**config.mk**
```make
export PLATFORM = sky130hd
export DESIGN_NAME = sarh_ctrl
export DESIGN_NICKNAME = d
export VERILOG_FILES = /design/src/sarh_buf2_unused_guard.sv /design/src/sarh_pkg.sv /design/src/sarh_buf2.sv /design/src/sarh_ctrl.sv
export VERILOG_INCLUDE_DIRS = /design/src
export SDC_FILE = /design/constraint.sdc
export NUM_CORES = 1
export LEC_CHECK = 0
export BUFFER_PORTS_ARGS = -buffer_cell sky130_fd_sc_hd__buf_2
export CORE_UTILIZATION = 55
export CTS_BUF_LIST = sky130_fd_sc_hd__clkbuf_2 sky130_fd_sc_hd__clkbuf_4 sky130_fd_sc_hd__clkbuf_8
export DETAILED_ROUTE_END_ITERATION = 16
export PLACE_DENSITY = 0.8
export SKIP_LAST_GASP = 1
export SYNTH_ARGS = -nofsm -noshare
export SYNTH_HDL_FRONTEND = slang
export SYNTH_HIERARCHICAL = 1
export SYNTH_SLANG_ARGS = --single-unit
```
**constraint.sdc**
```tcl
create_clock -name clk -period 4.9 [get_ports clk]
set_clock_uncertainty 0.2 [all_clocks]
set_input_delay 0.245 -clock clk [delete_from_list [all_inputs] [get_ports clk]]
set_output_delay 0.245 -clock clk [all_outputs]
set_load 0.02 [all_outputs]
```
**src/sarh_defines.svh**
```systemverilog
// timing constants and cycle counts for the converter read controller
// Functional notes
// - abort by second convert edge 70 to 500 ns after start
// - read new result only after conversion end plus 20 ns
// - byte select transitions spaced at least 50 ns apart
// - at least 50 ns between chip select rise and busy fall
`ifndef SARH_DEFINES_SVH
`define SARH_DEFINES_SVH

`define SARH_CLK_NS       50
`define SARH_T_ACQ_NS     150
`define SARH_T_ABT_MIN_NS 70
`define SARH_T_ABT_MAX_NS 500
`define SARH_T_BUSY_MAX_NS 610
`define SARH_T_MSB_NS     20
`define SARH_T_BYTE_NS    50
`define SARH_T_BUSY_UP_NS 50
`define SARH_T_HOLD_NS    50
`define SARH_T_CSBUSY_NS  50

`define SARH_UP(t) (((t) + `SARH_CLK_NS - 1) / `SARH_CLK_NS)
`define SARH_DN(t) ((t) / `SARH_CLK_NS)

`define SARH_ACQ_CYC     `SARH_UP(`SARH_T_ACQ_NS)
`define SARH_ABT_MIN_CYC `SARH_UP(`SARH_T_ABT_MIN_NS)
`define SARH_ABT_MAX_CYC `SARH_DN(`SARH_T_ABT_MAX_NS)
`define SARH_BUSY_MAX_CYC `SARH_DN(`SARH_T_BUSY_MAX_NS)
`define SARH_MSB_CYC     `SARH_UP(`SARH_T_MSB_NS)
`define SARH_BYTE_CYC    `SARH_UP(`SARH_T_BYTE_NS)
`define SARH_BUSY_UP_CYC `SARH_UP(`SARH_T_BUSY_UP_NS)
`define SARH_HOLD_CYC    `SARH_UP(`SARH_T_HOLD_NS)

`define SARH_CNT_W   5
`define SARH_CNT_MAX 5'h1f
`define SARH_WORD_W  16
`define SARH_HI_MSB  15
`define SARH_HI_LSB  8
`define SARH_LO_MSB  7

`endif

```
**src/sarh_buf2_unused_guard.sv**
```systemverilog
// intentionally empty
`timescale 1ns/1ps
`default_nettype none
`default_nettype wire

```
**src/sarh_pkg.sv**
```systemverilog
// types for the converter read controller
package sarh_pkg;
  typedef enum logic [2:0] {
    S_IDLE   = 3'h0,
    S_ACQ    = 3'h1,
    S_START  = 3'h3,
    S_WAIT   = 3'h2,
    S_SETTLE = 3'h6,
    S_READ   = 3'h7,
    S_PUSH   = 3'h5,
    S_GAP    = 3'h4
  } sarh_state_t;
endpackage

```
**src/sarh_buf2.sv**
```systemverilog
// two-entry result buffer with valid/ready on both sides
`timescale 1ns/1ps
`default_nettype none
module sarh_buf2 #(
  parameter int W = 16
) (
  input  wire logic         clk,
  input  wire logic         rst_n,
  input  wire logic         in_valid,
  output logic              in_ready,
  input  wire logic [W-1:0] in_data,
  output logic              out_valid,
  input  wire logic         out_ready,
  output logic [W-1:0]      out_data
);
  logic [W-1:0] mem_r [2];
  logic         wr_idx_r;
  logic         rd_idx_r;
  logic [1:0]   count_r;
  logic         push;
  logic         pop;

  assign in_ready  = (count_r != 2'h2);
  assign out_valid = (count_r != 2'h0);
  assign out_data  = mem_r[rd_idx_r];
  assign push      = in_valid && in_ready;
  assign pop       = out_valid && out_ready;

  always_ff @(posedge clk or negedge rst_n) begin
    if (!rst_n) begin
      mem_r[0] <= '0;
      mem_r[1] <= '0;
    end else if (push) begin
      mem_r[wr_idx_r] <= in_data;
    end
  end

  always_ff @(posedge clk or negedge rst_n) begin
    if (!rst_n) begin
      wr_idx_r <= 1'b0;
      rd_idx_r <= 1'b0;
      count_r  <= 2'h0;
    end else begin
      if (push) wr_idx_r <= !wr_idx_r;
      if (pop) rd_idx_r <= !rd_idx_r;
      if (push && !pop) count_r <= count_r + 2'h1;
      else if (pop && !push) count_r <= count_r - 2'h1;
    end
  end

  a_buf_no_over: assert property (@(posedge clk) disable iff (!rst_n)
    count_r != 2'h3)
    else $error("buffer count out of range");
  a_buf_out_hold: assert property (@(posedge clk) disable iff (!rst_n)
    out_valid && !out_ready |=> out_valid && $stable(out_data))
    else $error("buffered word changed while stalled");
endmodule
`default_nettype wire

```
**src/sarh_ctrl.sv**
```systemverilog
// host controller: starts, optionally aborts and reads one conversion
`timescale 1ns/1ps
`default_nettype none
`include "sarh_defines.svh"
module sarh_ctrl (
  input  wire logic                     clk,
  input  wire logic                     rst_n,
  input  wire logic                     start_valid,
  output logic                          start_ready,
  input  wire logic                     byte_mode,
  input  wire logic                     abort_req,
  output logic                          aborted,
  output logic                          res_valid,
  input  wire logic                     res_ready,
  output logic [`SARH_WORD_W-1:0]       res_data,
  output logic                          convert_start_n,
  output logic                          cs_n,
  output logic                          rd_n,
  output logic                          byte_sel,
  input  wire logic                     busy,
  input  wire logic [`SARH_WORD_W-1:0]  bus_in
);
  sarh_pkg::sarh_state_t state_r;
  sarh_pkg::sarh_state_t state_nxt;
  logic [`SARH_CNT_W-1:0]  cnt_r;
  logic [`SARH_CNT_W-1:0]  since_r;
  logic [`SARH_WORD_W-1:0] word_r;
  logic                    byte_mode_r;
  logic                    phase_r;
  logic                    phase_set;
  logic                    busy_d_r;
  logic                    cstart_d_r;
  logic                    abort_fire;
  logic                    conv_done;
  logic                    busy_quiet;
  logic                    buf_ready;
  logic                    aborted_r;
  logic                    cstart_n_r;
  logic                    cs_n_r;
  logic                    rd_n_r;
  logic                    byte_sel_r;

  assign start_ready     = (state_r == sarh_pkg::S_IDLE);
  assign aborted         = aborted_r;
  assign convert_start_n = cstart_n_r;
  assign cs_n            = cs_n_r;
  assign rd_n            = rd_n_r;
  assign byte_sel        = byte_sel_r;

  // elapsed cycles counted from the start edge, as the edge will land
  assign abort_fire = (state_r == sarh_pkg::S_WAIT) && abort_req &&
    (since_r + 5'h01 >= 5'(`SARH_ABT_MIN_CYC)) &&
    (since_r + 5'h01 <= 5'(`SARH_ABT_MAX_CYC));
  // busy must have had time to rise before its low level means done
  assign conv_done = (!busy && cnt_r >= 5'(`SARH_BUSY_UP_CYC)) ||
    (cnt_r >= 5'(`SARH_BUSY_MAX_CYC));
  // busy sampled low on this cycle and the previous one covers the 50 ns spacing
  assign busy_quiet = !busy && !busy_d_r;
  assign phase_set  = (state_r == sarh_pkg::S_READ) && byte_mode_r &&
    !phase_r;

  always_comb begin
    state_nxt = state_r;
    unique case (state_r)
      sarh_pkg::S_IDLE: begin
        if (start_valid) state_nxt = sarh_pkg::S_ACQ;
      end
      sarh_pkg::S_ACQ: begin
        if (cnt_r >= 5'(`SARH_ACQ_CYC - 1)) state_nxt = sarh_pkg::S_START;
      end
      sarh_pkg::S_START: begin
        state_nxt = sarh_pkg::S_WAIT;
      end
      sarh_pkg::S_WAIT: begin
        if (abort_fire) state_nxt = sarh_pkg::S_GAP;
        else if (conv_done) state_nxt = sarh_pkg::S_SETTLE;
      end
      sarh_pkg::S_SETTLE: begin
        if (cnt_r >= 5'(`SARH_MSB_CYC - 1)) state_nxt = sarh_pkg::S_READ;
      end
      sarh_pkg::S_READ: begin
        if (!byte_mode_r ||
            (phase_r && cnt_r >= 5'(`SARH_BYTE_CYC))) begin
          state_nxt = sarh_pkg::S_PUSH;
        end
      end
      sarh_pkg::S_PUSH: begin
        if (buf_ready) state_nxt = sarh_pkg::S_GAP;
      end
      sarh_pkg::S_GAP: begin
        if (cnt_r >= 5'(`SARH_HOLD_CYC - 1) && busy_quiet) begin
          state_nxt = sarh_pkg::S_IDLE;
        end
      end
    endcase
  end

  always_ff @(posedge clk or negedge rst_n) begin
    if (!rst_n) begin
      state_r <= sarh_pkg::S_IDLE;
    end else begin
      state_r <= state_nxt;
    end
  end

  always_ff @(posedge clk or negedge rst_n) begin
    if (!rst_n) begin
      cnt_r <= 5'h00;
    end else if (state_nxt != state_r || phase_set) begin
      cnt_r <= 5'h00;
    end else if (cnt_r != `SARH_CNT_MAX) begin
      cnt_r <= cnt_r + 5'h01;
    end
  end

  // cycles since the last falling edge of convert_start_n
  always_ff @(posedge clk or negedge rst_n) begin
    if (!rst_n) begin
      cstart_d_r <= 1'b1;
      since_r    <= `SARH_CNT_MAX;
      busy_d_r   <= 1'b0;
    end else begin
      cstart_d_r <= cstart_n_r;
      busy_d_r   <= busy;
      if (cstart_d_r && !cstart_n_r) since_r <= 5'h01;
      else if (since_r != `SARH_CNT_MAX) since_r <= since_r + 5'h01;
    end
  end

  always_ff @(posedge clk or negedge rst_n) begin
    if (!rst_n) begin
      byte_mode_r <= 1'b0;
      phase_r     <= 1'b0;
    end else begin
      if (state_r == sarh_pkg::S_IDLE && start_valid) begin
        byte_mode_r <= byte_mode;
      end
      if (state_r == sarh_pkg::S_IDLE) phase_r <= 1'b0;
      else if (phase_set) phase_r <= 1'b1;
    end
  end

  // sampled only inside the read window, never near a strobe edge
  always_ff @(posedge clk or negedge rst_n) begin
    if (!rst_n) begin
      word_r <= '0;
    end else if (state_r == sarh_pkg::S_READ) begin
      if (!byte_mode_r) begin
        word_r <= bus_in;
      end else if (!phase_r) begin
        word_r[`SARH_HI_MSB:`SARH_HI_LSB] <=
          bus_in[`SARH_HI_MSB:`SARH_HI_LSB];
      end else if (cnt_r >= 5'(`SARH_BYTE_CYC)) begin
        word_r[`SARH_LO_MSB:0] <= bus_in[`SARH_HI_MSB:`SARH_HI_LSB];
      end
    end
  end

  always_ff @(posedge clk or negedge rst_n) begin
    if (!rst_n) begin
      cstart_n_r <= 1'b1;
      aborted_r  <= 1'b0;
    end else begin
      cstart_n_r <= !(state_nxt == sarh_pkg::S_START || abort_fire);
      aborted_r  <= abort_fire;
    end
  end

  // chip select stays low through an abort pulse, rises only once busy
  // has settled low
  always_ff @(posedge clk or negedge rst_n) begin
    if (!rst_n) begin
      cs_n_r <= 1'b1;
    end else begin
      cs_n_r <= (state_nxt == sarh_pkg::S_IDLE) ||
        (state_nxt == sarh_pkg::S_GAP && state_r != sarh_pkg::S_WAIT &&
         busy_quiet);
    end
  end

  always_ff @(posedge clk or negedge rst_n) begin
    if (!rst_n) begin
      rd_n_r <= 1'b1;
    end else begin
      rd_n_r <= !(state_nxt == sarh_pkg::S_SETTLE ||
                  state_nxt == sarh_pkg::S_READ);
    end
  end

  always_ff @(posedge clk or negedge rst_n) begin
    if (!rst_n) begin
      byte_sel_r <= 1'b0;
    end else if (phase_set) begin
      byte_sel_r <= 1'b1;
    end else if (state_nxt == sarh_pkg::S_GAP) begin
      byte_sel_r <= 1'b0;
    end
  end

  sarh_buf2 #(
    .W (`SARH_WORD_W)
  ) u_buf (
    .clk       (clk),
    .rst_n     (rst_n),
    .in_valid  (state_r == sarh_pkg::S_PUSH),
    .in_ready  (buf_ready),
    .in_data   (word_r),
    .out_valid (res_valid),
    .out_ready (res_ready),
    .out_data  (res_data)
  );

  a_acq_before_start: assert property (
    @(posedge clk) disable iff (!rst_n)
    $fell(convert_start_n) && state_r == sarh_pkg::S_START |->
    !cs_n && $past(cs_n, 3) == 1'b0)
    else $error("conversion started before acquisition elapsed");
  a_start_pulse_one: assert property (
    @(posedge clk) disable iff (!rst_n)
    $fell(convert_start_n) |=> convert_start_n)
    else $error("convert start low longer than one cycle");
  a_abort_window_ok: assert property (
    @(posedge clk) disable iff (!rst_n)
    $fell(convert_start_n) && state_r == sarh_pkg::S_GAP |->
    since_r >= 5'(`SARH_ABT_MIN_CYC) &&
    since_r <= 5'(`SARH_ABT_MAX_CYC) && !cs_n)
    else $error("abort edge outside 70..500 ns window");
  a_read_after_done: assert property (
    @(posedge clk) disable iff (!rst_n)
    $fell(rd_n) |->
    $past(busy) == 1'b0 || since_r >= 5'(`SARH_BUSY_MAX_CYC + 2))
    else $error("read strobe before conversion end");
  a_byte_sel_space: assert property (
    @(posedge clk) disable iff (!rst_n)
    $changed(byte_sel) |=> $stable(byte_sel))
    else $error("byte select toggled twice within 50 ns");
  a_cs_rise_quiet: assert property (
    @(posedge clk) disable iff (!rst_n)
    $rose(cs_n) |-> $past(busy) == 1'b0 && $past(busy, 2) == 1'b0)
    else $error("chip select rose too close to busy fall");
  a_rd_before_cs: assert property (
    @(posedge clk) disable iff (!rst_n)
    $rose(cs_n) |-> rd_n && $past(rd_n))
    else $error("chip select rose while read strobe low");
  a_wait_bounded: assert property (
    @(posedge clk) disable iff (!rst_n)
    state_r == sarh_pkg::S_WAIT |-> cnt_r <= 5'(`SARH_BUSY_MAX_CYC))
    else $error("busy wait ran past 610 ns");
  a_sample_window: assert property (
    @(posedge clk) disable iff (!rst_n)
    state_r == sarh_pkg::S_READ |-> !rd_n && !cs_n && $past(!rd_n))
    else $error("bus sampled outside read window");
  a_busy_wait_cs: assert property (
    @(posedge clk) disable iff (!rst_n)
    state_r == sarh_pkg::S_WAIT |-> !cs_n && rd_n)
    else $error("chip select not held during conversion");
endmodule
`default_nettype wire

```
Word-level counts from Yosys, hierarchy flattened
Index checks and enable logic that the tools add are counted.
{"block": "totals", "reg_bits": 74, "out_inout_bits": 23, "word_cells": 127, "in_bits": 23}
{"block": "op_classes", "mux": 29, "n_lt_le_gt_ge": 9, "bitwise": 2, "addsub": 4, "reduce_logical": 45, "eq_ne": 19}
{"cell": "$mux W16", "count": 5}
{"cell": "$bwmux W32", "count": 1}
{"cell": "$mux W3", "count": 8}
{"cell": "$mux W8", "count": 3}
{"cell": "$pmux W3 S8", "count": 1}
{"cell": "$eq A3 B3 Y1 const B", "count": 7}
{"cell": "$mux W5", "count": 4}
{"cell": "$logic_and A1 B1 Y1", "count": 18}
{"cell": "$demux W16 S1", "count": 1}
{"cell": "$reduce_bool A2 Y1", "count": 6}
{"cell": "$logic_not A1 Y1", "count": 11}
{"cell": "$add A5 B1 Y5 const B", "count": 2}
{"cell": "$ge A5 B1 Y1 const B", "count": 2}
{"cell": "$ge A5 B2 Y1 const B", "count": 2}
{"cell": "$ne A5 B5 Y1 const B", "count": 2}
{"cell": "$eq A3 B2 Y1 const B", "count": 3}
{"cell": "$logic_not A3 Y1", "count": 2}
{"cell": "$logic_or A1 B1 Y1", "count": 6}
{"cell": "$ge A5 B4 Y1 const B", "count": 1}
{"cell": "$le A5 B4 Y1 const B", "count": 1}
{"cell": "$ge A2 B2 Y1 const B", "count": 2}
{"cell": "$mux W1", "count": 4}
{"cell": "$mux W2", "count": 2}
{"cell": "$ne A2 B1 Y1 const B", "count": 2}
{"cell": "10 further kinds", "count": 12}

Logic depth before layout (Yosys ltp)
{"block": "logic_depth", "ltp_word": 10, "mapped_depth": 9, "depth_no_buf": 9}

Cells and area by module
Netlist, hierarchy kept.
{"mod": "sarh_ctrl", "area_per_inst_um2": 1926.8, "seq_area_each_um2": 962.2, "cells_per_inst": 177, "n_inst": 1}
{"mod": "sarh_buf2", "area_per_inst_um2": 1695.4, "seq_area_each_um2": 900.9, "cells_per_inst": 103, "n_inst": 1}

Worst setup path before layout
Ideal clock, no wire load.
{"block": "synth_timing", "path_type": "reg-to-reg", "startpoint": "reg since_r[0]", "endpoint": "reg cnt_r[3]", "slack_ps": 2543, "n_path_buf": 0, "arrival_time_ps": 2038, "stages_incl_launch_ff": 9, "cell_sequence": "dfstp_2 -> ha_1 -> and3_1 -> ha_1 -> nor2b_1 -> o2111ai_1 -> a41oi_1 -> a2111oi_4 -> and2_1"}
{"block": "synth_between", "elab_chain_cells": 9, "word_cells_on_any_way": 11, "cone_classes": "1 x add/sub; 2 x order compare; 1 x eq/ne; 3 x mux; 4 x reduce/logical"}
{"item": "from (decl)", "line": "sarh_ctrl.sv:26", "text": "logic [`SARH_CNT_W-1:0] since_r;"}
{"item": "from (signal assigned)", "line": "sarh_ctrl.sv:120", "text": "since_r <= `SARH_CNT_MAX;"}
{"item": "from (signal assigned)", "line": "sarh_ctrl.sv:126", "text": "else if (since_r != `SARH_CNT_MAX) since_r <= since_r + 5'h01;"}
{"item": "$add A5 B1 Y5 (*)", "line": "sarh_ctrl.sv:52, sarh_ctrl.sv:53"}
{"item": "$ge A5 B2 Y1", "line": "sarh_ctrl.sv:52", "text": "(since_r + 5'h01 >= 5'(`SARH_ABT_MIN_CYC)) &&"}
{"item": "$logic_and A1 B1 Y1", "line": "sarh_ctrl.sv:51", "text": "assign abort_fire = (state_r == sarh_pkg::S_WAIT) && abort_req &&"}
{"item": "$logic_and A1 B1 Y1 (*)", "line": "sarh_ctrl.sv:51"}
{"item": "$mux W3 (*)", "line": "sarh_ctrl.sv:75", "text": "if (abort_fire) state_nxt = sarh_pkg::S_GAP;"}
{"item": "$pmux W3 S8 (*)", "line": "sarh_ctrl.sv:64", "text": "unique case (state_r)"}
{"item": "$ne A3 B3 Y1 (*)", "line": "sarh_ctrl.sv:109", "text": "end else if (state_nxt != state_r || phase_set) begin"}
{"item": "$logic_or A1 B1 Y1 (*)", "line": "sarh_ctrl.sv:109"}
{"item": "$mux W5 / $reduce_bool A2 Y1 (equally long branches)"}
{"item": "to (signal assigned)", "line": "sarh_ctrl.sv:112", "text": "cnt_r <= cnt_r + 5'h01;"}
{"item": "to (decl)", "line": "sarh_ctrl.sv:25", "text": "logic [`SARH_CNT_W-1:0] cnt_r;"}
Every way passes the cells marked *; elsewhere a longest branch is shown, timed or not.
A chain may end at the register's enable or synchronous reset.

Worst setup path in the final report
{"block": "layout_timing", "startpoint": "reg since_r[1]", "endpoint": "reg cnt_r[3]"}
Same word-level chain as after synthesis.

==> metrics.txt <==
GR Util met3 between 4 and 5%; vias in the first global route about 2,400; critical-path cell list inv_1, ha_1, nor2_1, a2111oi_0, o2111ai_1, a41oi_1, a2111oi_4, and2_1; worst setup margin between 2 and 2.5 ns; Hold Fails Final Rpt 0; Post-DP Area about 3900 sq um; Max Root-Sink Buffers 2; Tmin final around 2.6 ns; Worst Max-Slew Pin Slew between 1 and 1.5 ns; Die H roughly 83 microns; final WL ~6700 microns; Power Density a little under 700 nW/um^2; CTS tree yes; Crit Path Class reg2reg; fin crit share 52.6%; Antenna Violating Nets Remaining 0; crit-path leading delay family compound AO/OA/AOI/OAI gates; sw power approximately 1.0 mW; relative slew slack a little under a third; sequential power share a little over two fifths; DR vias between 2,000 and 2,500; most common cell after layout, fill and taps aside dfrtp_1; syn_area_per_cell about 13 sq um; commonest non-fill, non-tap cells in the layout dfrtp_1, buf_2, mux2_2, nor2_1, mux2_4; initial antenna violation count 0; pre-CTS setup slack about 2.3 ns; layer carrying the most global-route usage met2; Slew Limit Fails 0; clock-pin slew on the worst setup and hold paths ~0.080 ns; global placement routability congestion between 0.8 and 0.9; status finished clean; Arrival @ worst endpoint approximately 2.6 ns; met1 global-route usage 29.2%; Comb pwr share between 30% and 40%; wire length per cell after detailed routing approximately 16 microns; Total Neg Setup Slack 0 ns; post-route cell area 4200 sq um; DIE WIDTH around 83 microns; sequential area share after synthesis 51.4%; Root Driver clkbuf_8; Mapped Area between 3000 and 4000 sq um; Ports 46; Post-Syn Nets roughly 310; row count 29; pin count of the biggest net entering global routing 44; TritonCTS buffer count 9; ANT cells 0; slowest CP cell dfstp_2; setup bufs post-CTS 0; First-pass DRT Iterations 4; area grow syn2layout 15.9%; H-tree levels 3; post-synth cell types 50; DP HPWL 4490 microns; Final setup viols 0; Placed Cells between 300 and 400; fraction of layout instances using a drive strength above 1 a little under two fifths; starting density of the core 57.0%; core area about 6300 sq um; Data required, critical path approximately 4.9 ns; Startpoint Class register; net count reported at finish about 370; static leakage 1.93 nW; crit path max fanout 5; Worst-Skew Late Latency ~0.34 ns; met2 GRT Util between 30% and 40%; crit end category register; # DRC 0; Worst Hold Class in2reg; #FFs+latches synth 74; non-filler cells in the finished layout 419; Fill cells roughly 460; highest clock rate roughly 390 MHz; PortBufs 45; CP peak stage delay between 0.5 and 0.6 ns; Hold Slack approximately 0.017 ns; Die Footprint just under 7000 sq um; Via density ~5.4; Global Route Usage Sum 21.3%; first-pass GRT wire length about 12,000 microns; CP bufs+invs 1; Switching Fraction a little under two fifths; Post-synth EDFFs 0; area of the multi-input gates between 1500 and 2000 sq um; synthesized instance count 280; GRT overflow 0; clock power share ~18%; Async S/R FF share, synth 100%; sequential cell area roughly 1900 sq um; Max-Cap Viols 0; RSZ-0062 raised after global routing no; Int Power ~1.8 mW; Yosys warnings 6; clock sinks 74; Worst VDD drop 0.424 mV; Top FF cell, synth dfrtp_1; Starting DRT DRC Count approximately 160
## path summary, 6_finish.rpt
check                           startpoint              end  slack, ns  depth (start not counted)
hold reg to reg            convert_start_n       cstart_d_r       0.18                          0
hold / removal                   bus_in[0]        word_r[0]       0.02                          3
setup reg to reg                since_r[1]         cnt_r[3]       2.32                          8
min in group asynchronous            rst_n         busy_d_r       0.28                          2
max in group asynchronous            rst_n  u_buf/mem_r[19]       3.20                          3
setup / recovery                since_r[1]         cnt_r[3]       2.32                          8
## power by group through the flow
stage / combinational, mW / clock [mW] / sequential (mW)
floorplan: 0.947 / 0 / 1.08
CTS: 1.13 / 0.529 / 1.18
finish: 1.13 / 0.513 / 1.18
global route: 1.22 / 0.558 / 1.23
detailed placement: 1.12 / 0 / 1.19
global placement: 1.09 / 0 / 1.17
## stage by stage
step	total power, mW	util, %
6_report	2.82	66.1
5_1_grt	3.01	66.1
4_1_cts	2.85	66.1
3_5_place_dp	2.31	60.7
3_3_place_gp	2.26	60.7
2_1_floorplan	2.02	-
## timing repair
action / CTS / global route
resized for setup: 0 / 0
hold endpoints to repair: 35 / 0
hold buffers: 13 / 0
## state kept, by name, indices dropped and copies added (netlist names)
| signal | count |
|---|---|
| since_r | 5 |
| u_buf/wr_idx_r | 1 |
| busy_d_r | 1 |
| phase_r | 1 |
| aborted | 1 |
| u_buf/mem_r | 32 |
| u_buf/rd_idx_r | 1 |
| convert_start_n | 1 |
| byte_sel | 1 |
| word_r | 16 |
| cstart_d_r | 1 |
| u_buf/count_r | 2 |
| state_r | 3 |
| rd_n | 1 |
| cs_n | 1 |
| byte_mode_r | 1 |
| cnt_r | 5 |
## cell usage after synthesis, types with 2 or more instances
cell,count,area share [%]
clkbuf_1,3,0.31
buf_6,2,0.62
buf_12,2,1.1
mux2_4,20,8.3
xor2_1,5,1.2
a211oi_1,2,0.41
or2_2,2,0.35
inv_1,8,0.83
mux2_2,29,9.0
o21ai_0,3,0.41
nand2b_1,5,0.86
and2_1,4,0.69
nor2b_1,8,1.4
xnor2_1,7,1.7
a21oi_1,11,1.5
nor3b_1,3,0.62
buf_2,4,0.55
and3_1,3,0.52
mux2i_1,11,3.0
mux2_1,8,2.5
ha_1,8,2.8
a31oi_1,3,0.52
nor2_1,22,2.3
nand2_1,7,0.73
o2111ai_1,2,0.48
nor3_1,2,0.28
dfstp_2,9,6.5
dfrtp_1,65,45
## layer usage
metal | up-vias | routed length (microns)
li1 | 1092 | -
met1 | 1120 | 3180
met2 | 28 | 3200
met3 | 12 | 167
met4 | 0 | 116
met5 | - | 0
## layout make-up
class,count,share of cell area [%]
multi-input cells,185,38.8
flip-flops and latches,74,44.4
repair buffers,59,8.64
well taps,77,2.29
clock inverters,6,2.18
clock buffers,9,2.95
inverters,9,0.805
## worst register-to-register path, cell delays in order (launching register included)
cell and delay (ns):
dfstp_2 0.57, inv_1 0.05, ha_1 0.33, nor2_1 0.05
a2111oi_0 0.43, o2111ai_1 0.21, a41oi_1 0.32, a2111oi_4 0.11
and2_1 0.18
## logic make-up after synthesis
logic type	Yosys count	synth area share, %
XOR/XNOR	12	2.90
AO/OA/AOI/OAI	31	6.11
buffers and inverters	21	3.63
flip-flops	74	51.4
adder cells (fa/ha/maj)	8	2.76
multiplexers	68	22.8
AND/OR/NAND/NOR	66	10.3
(Power assumes the default switching activity.)
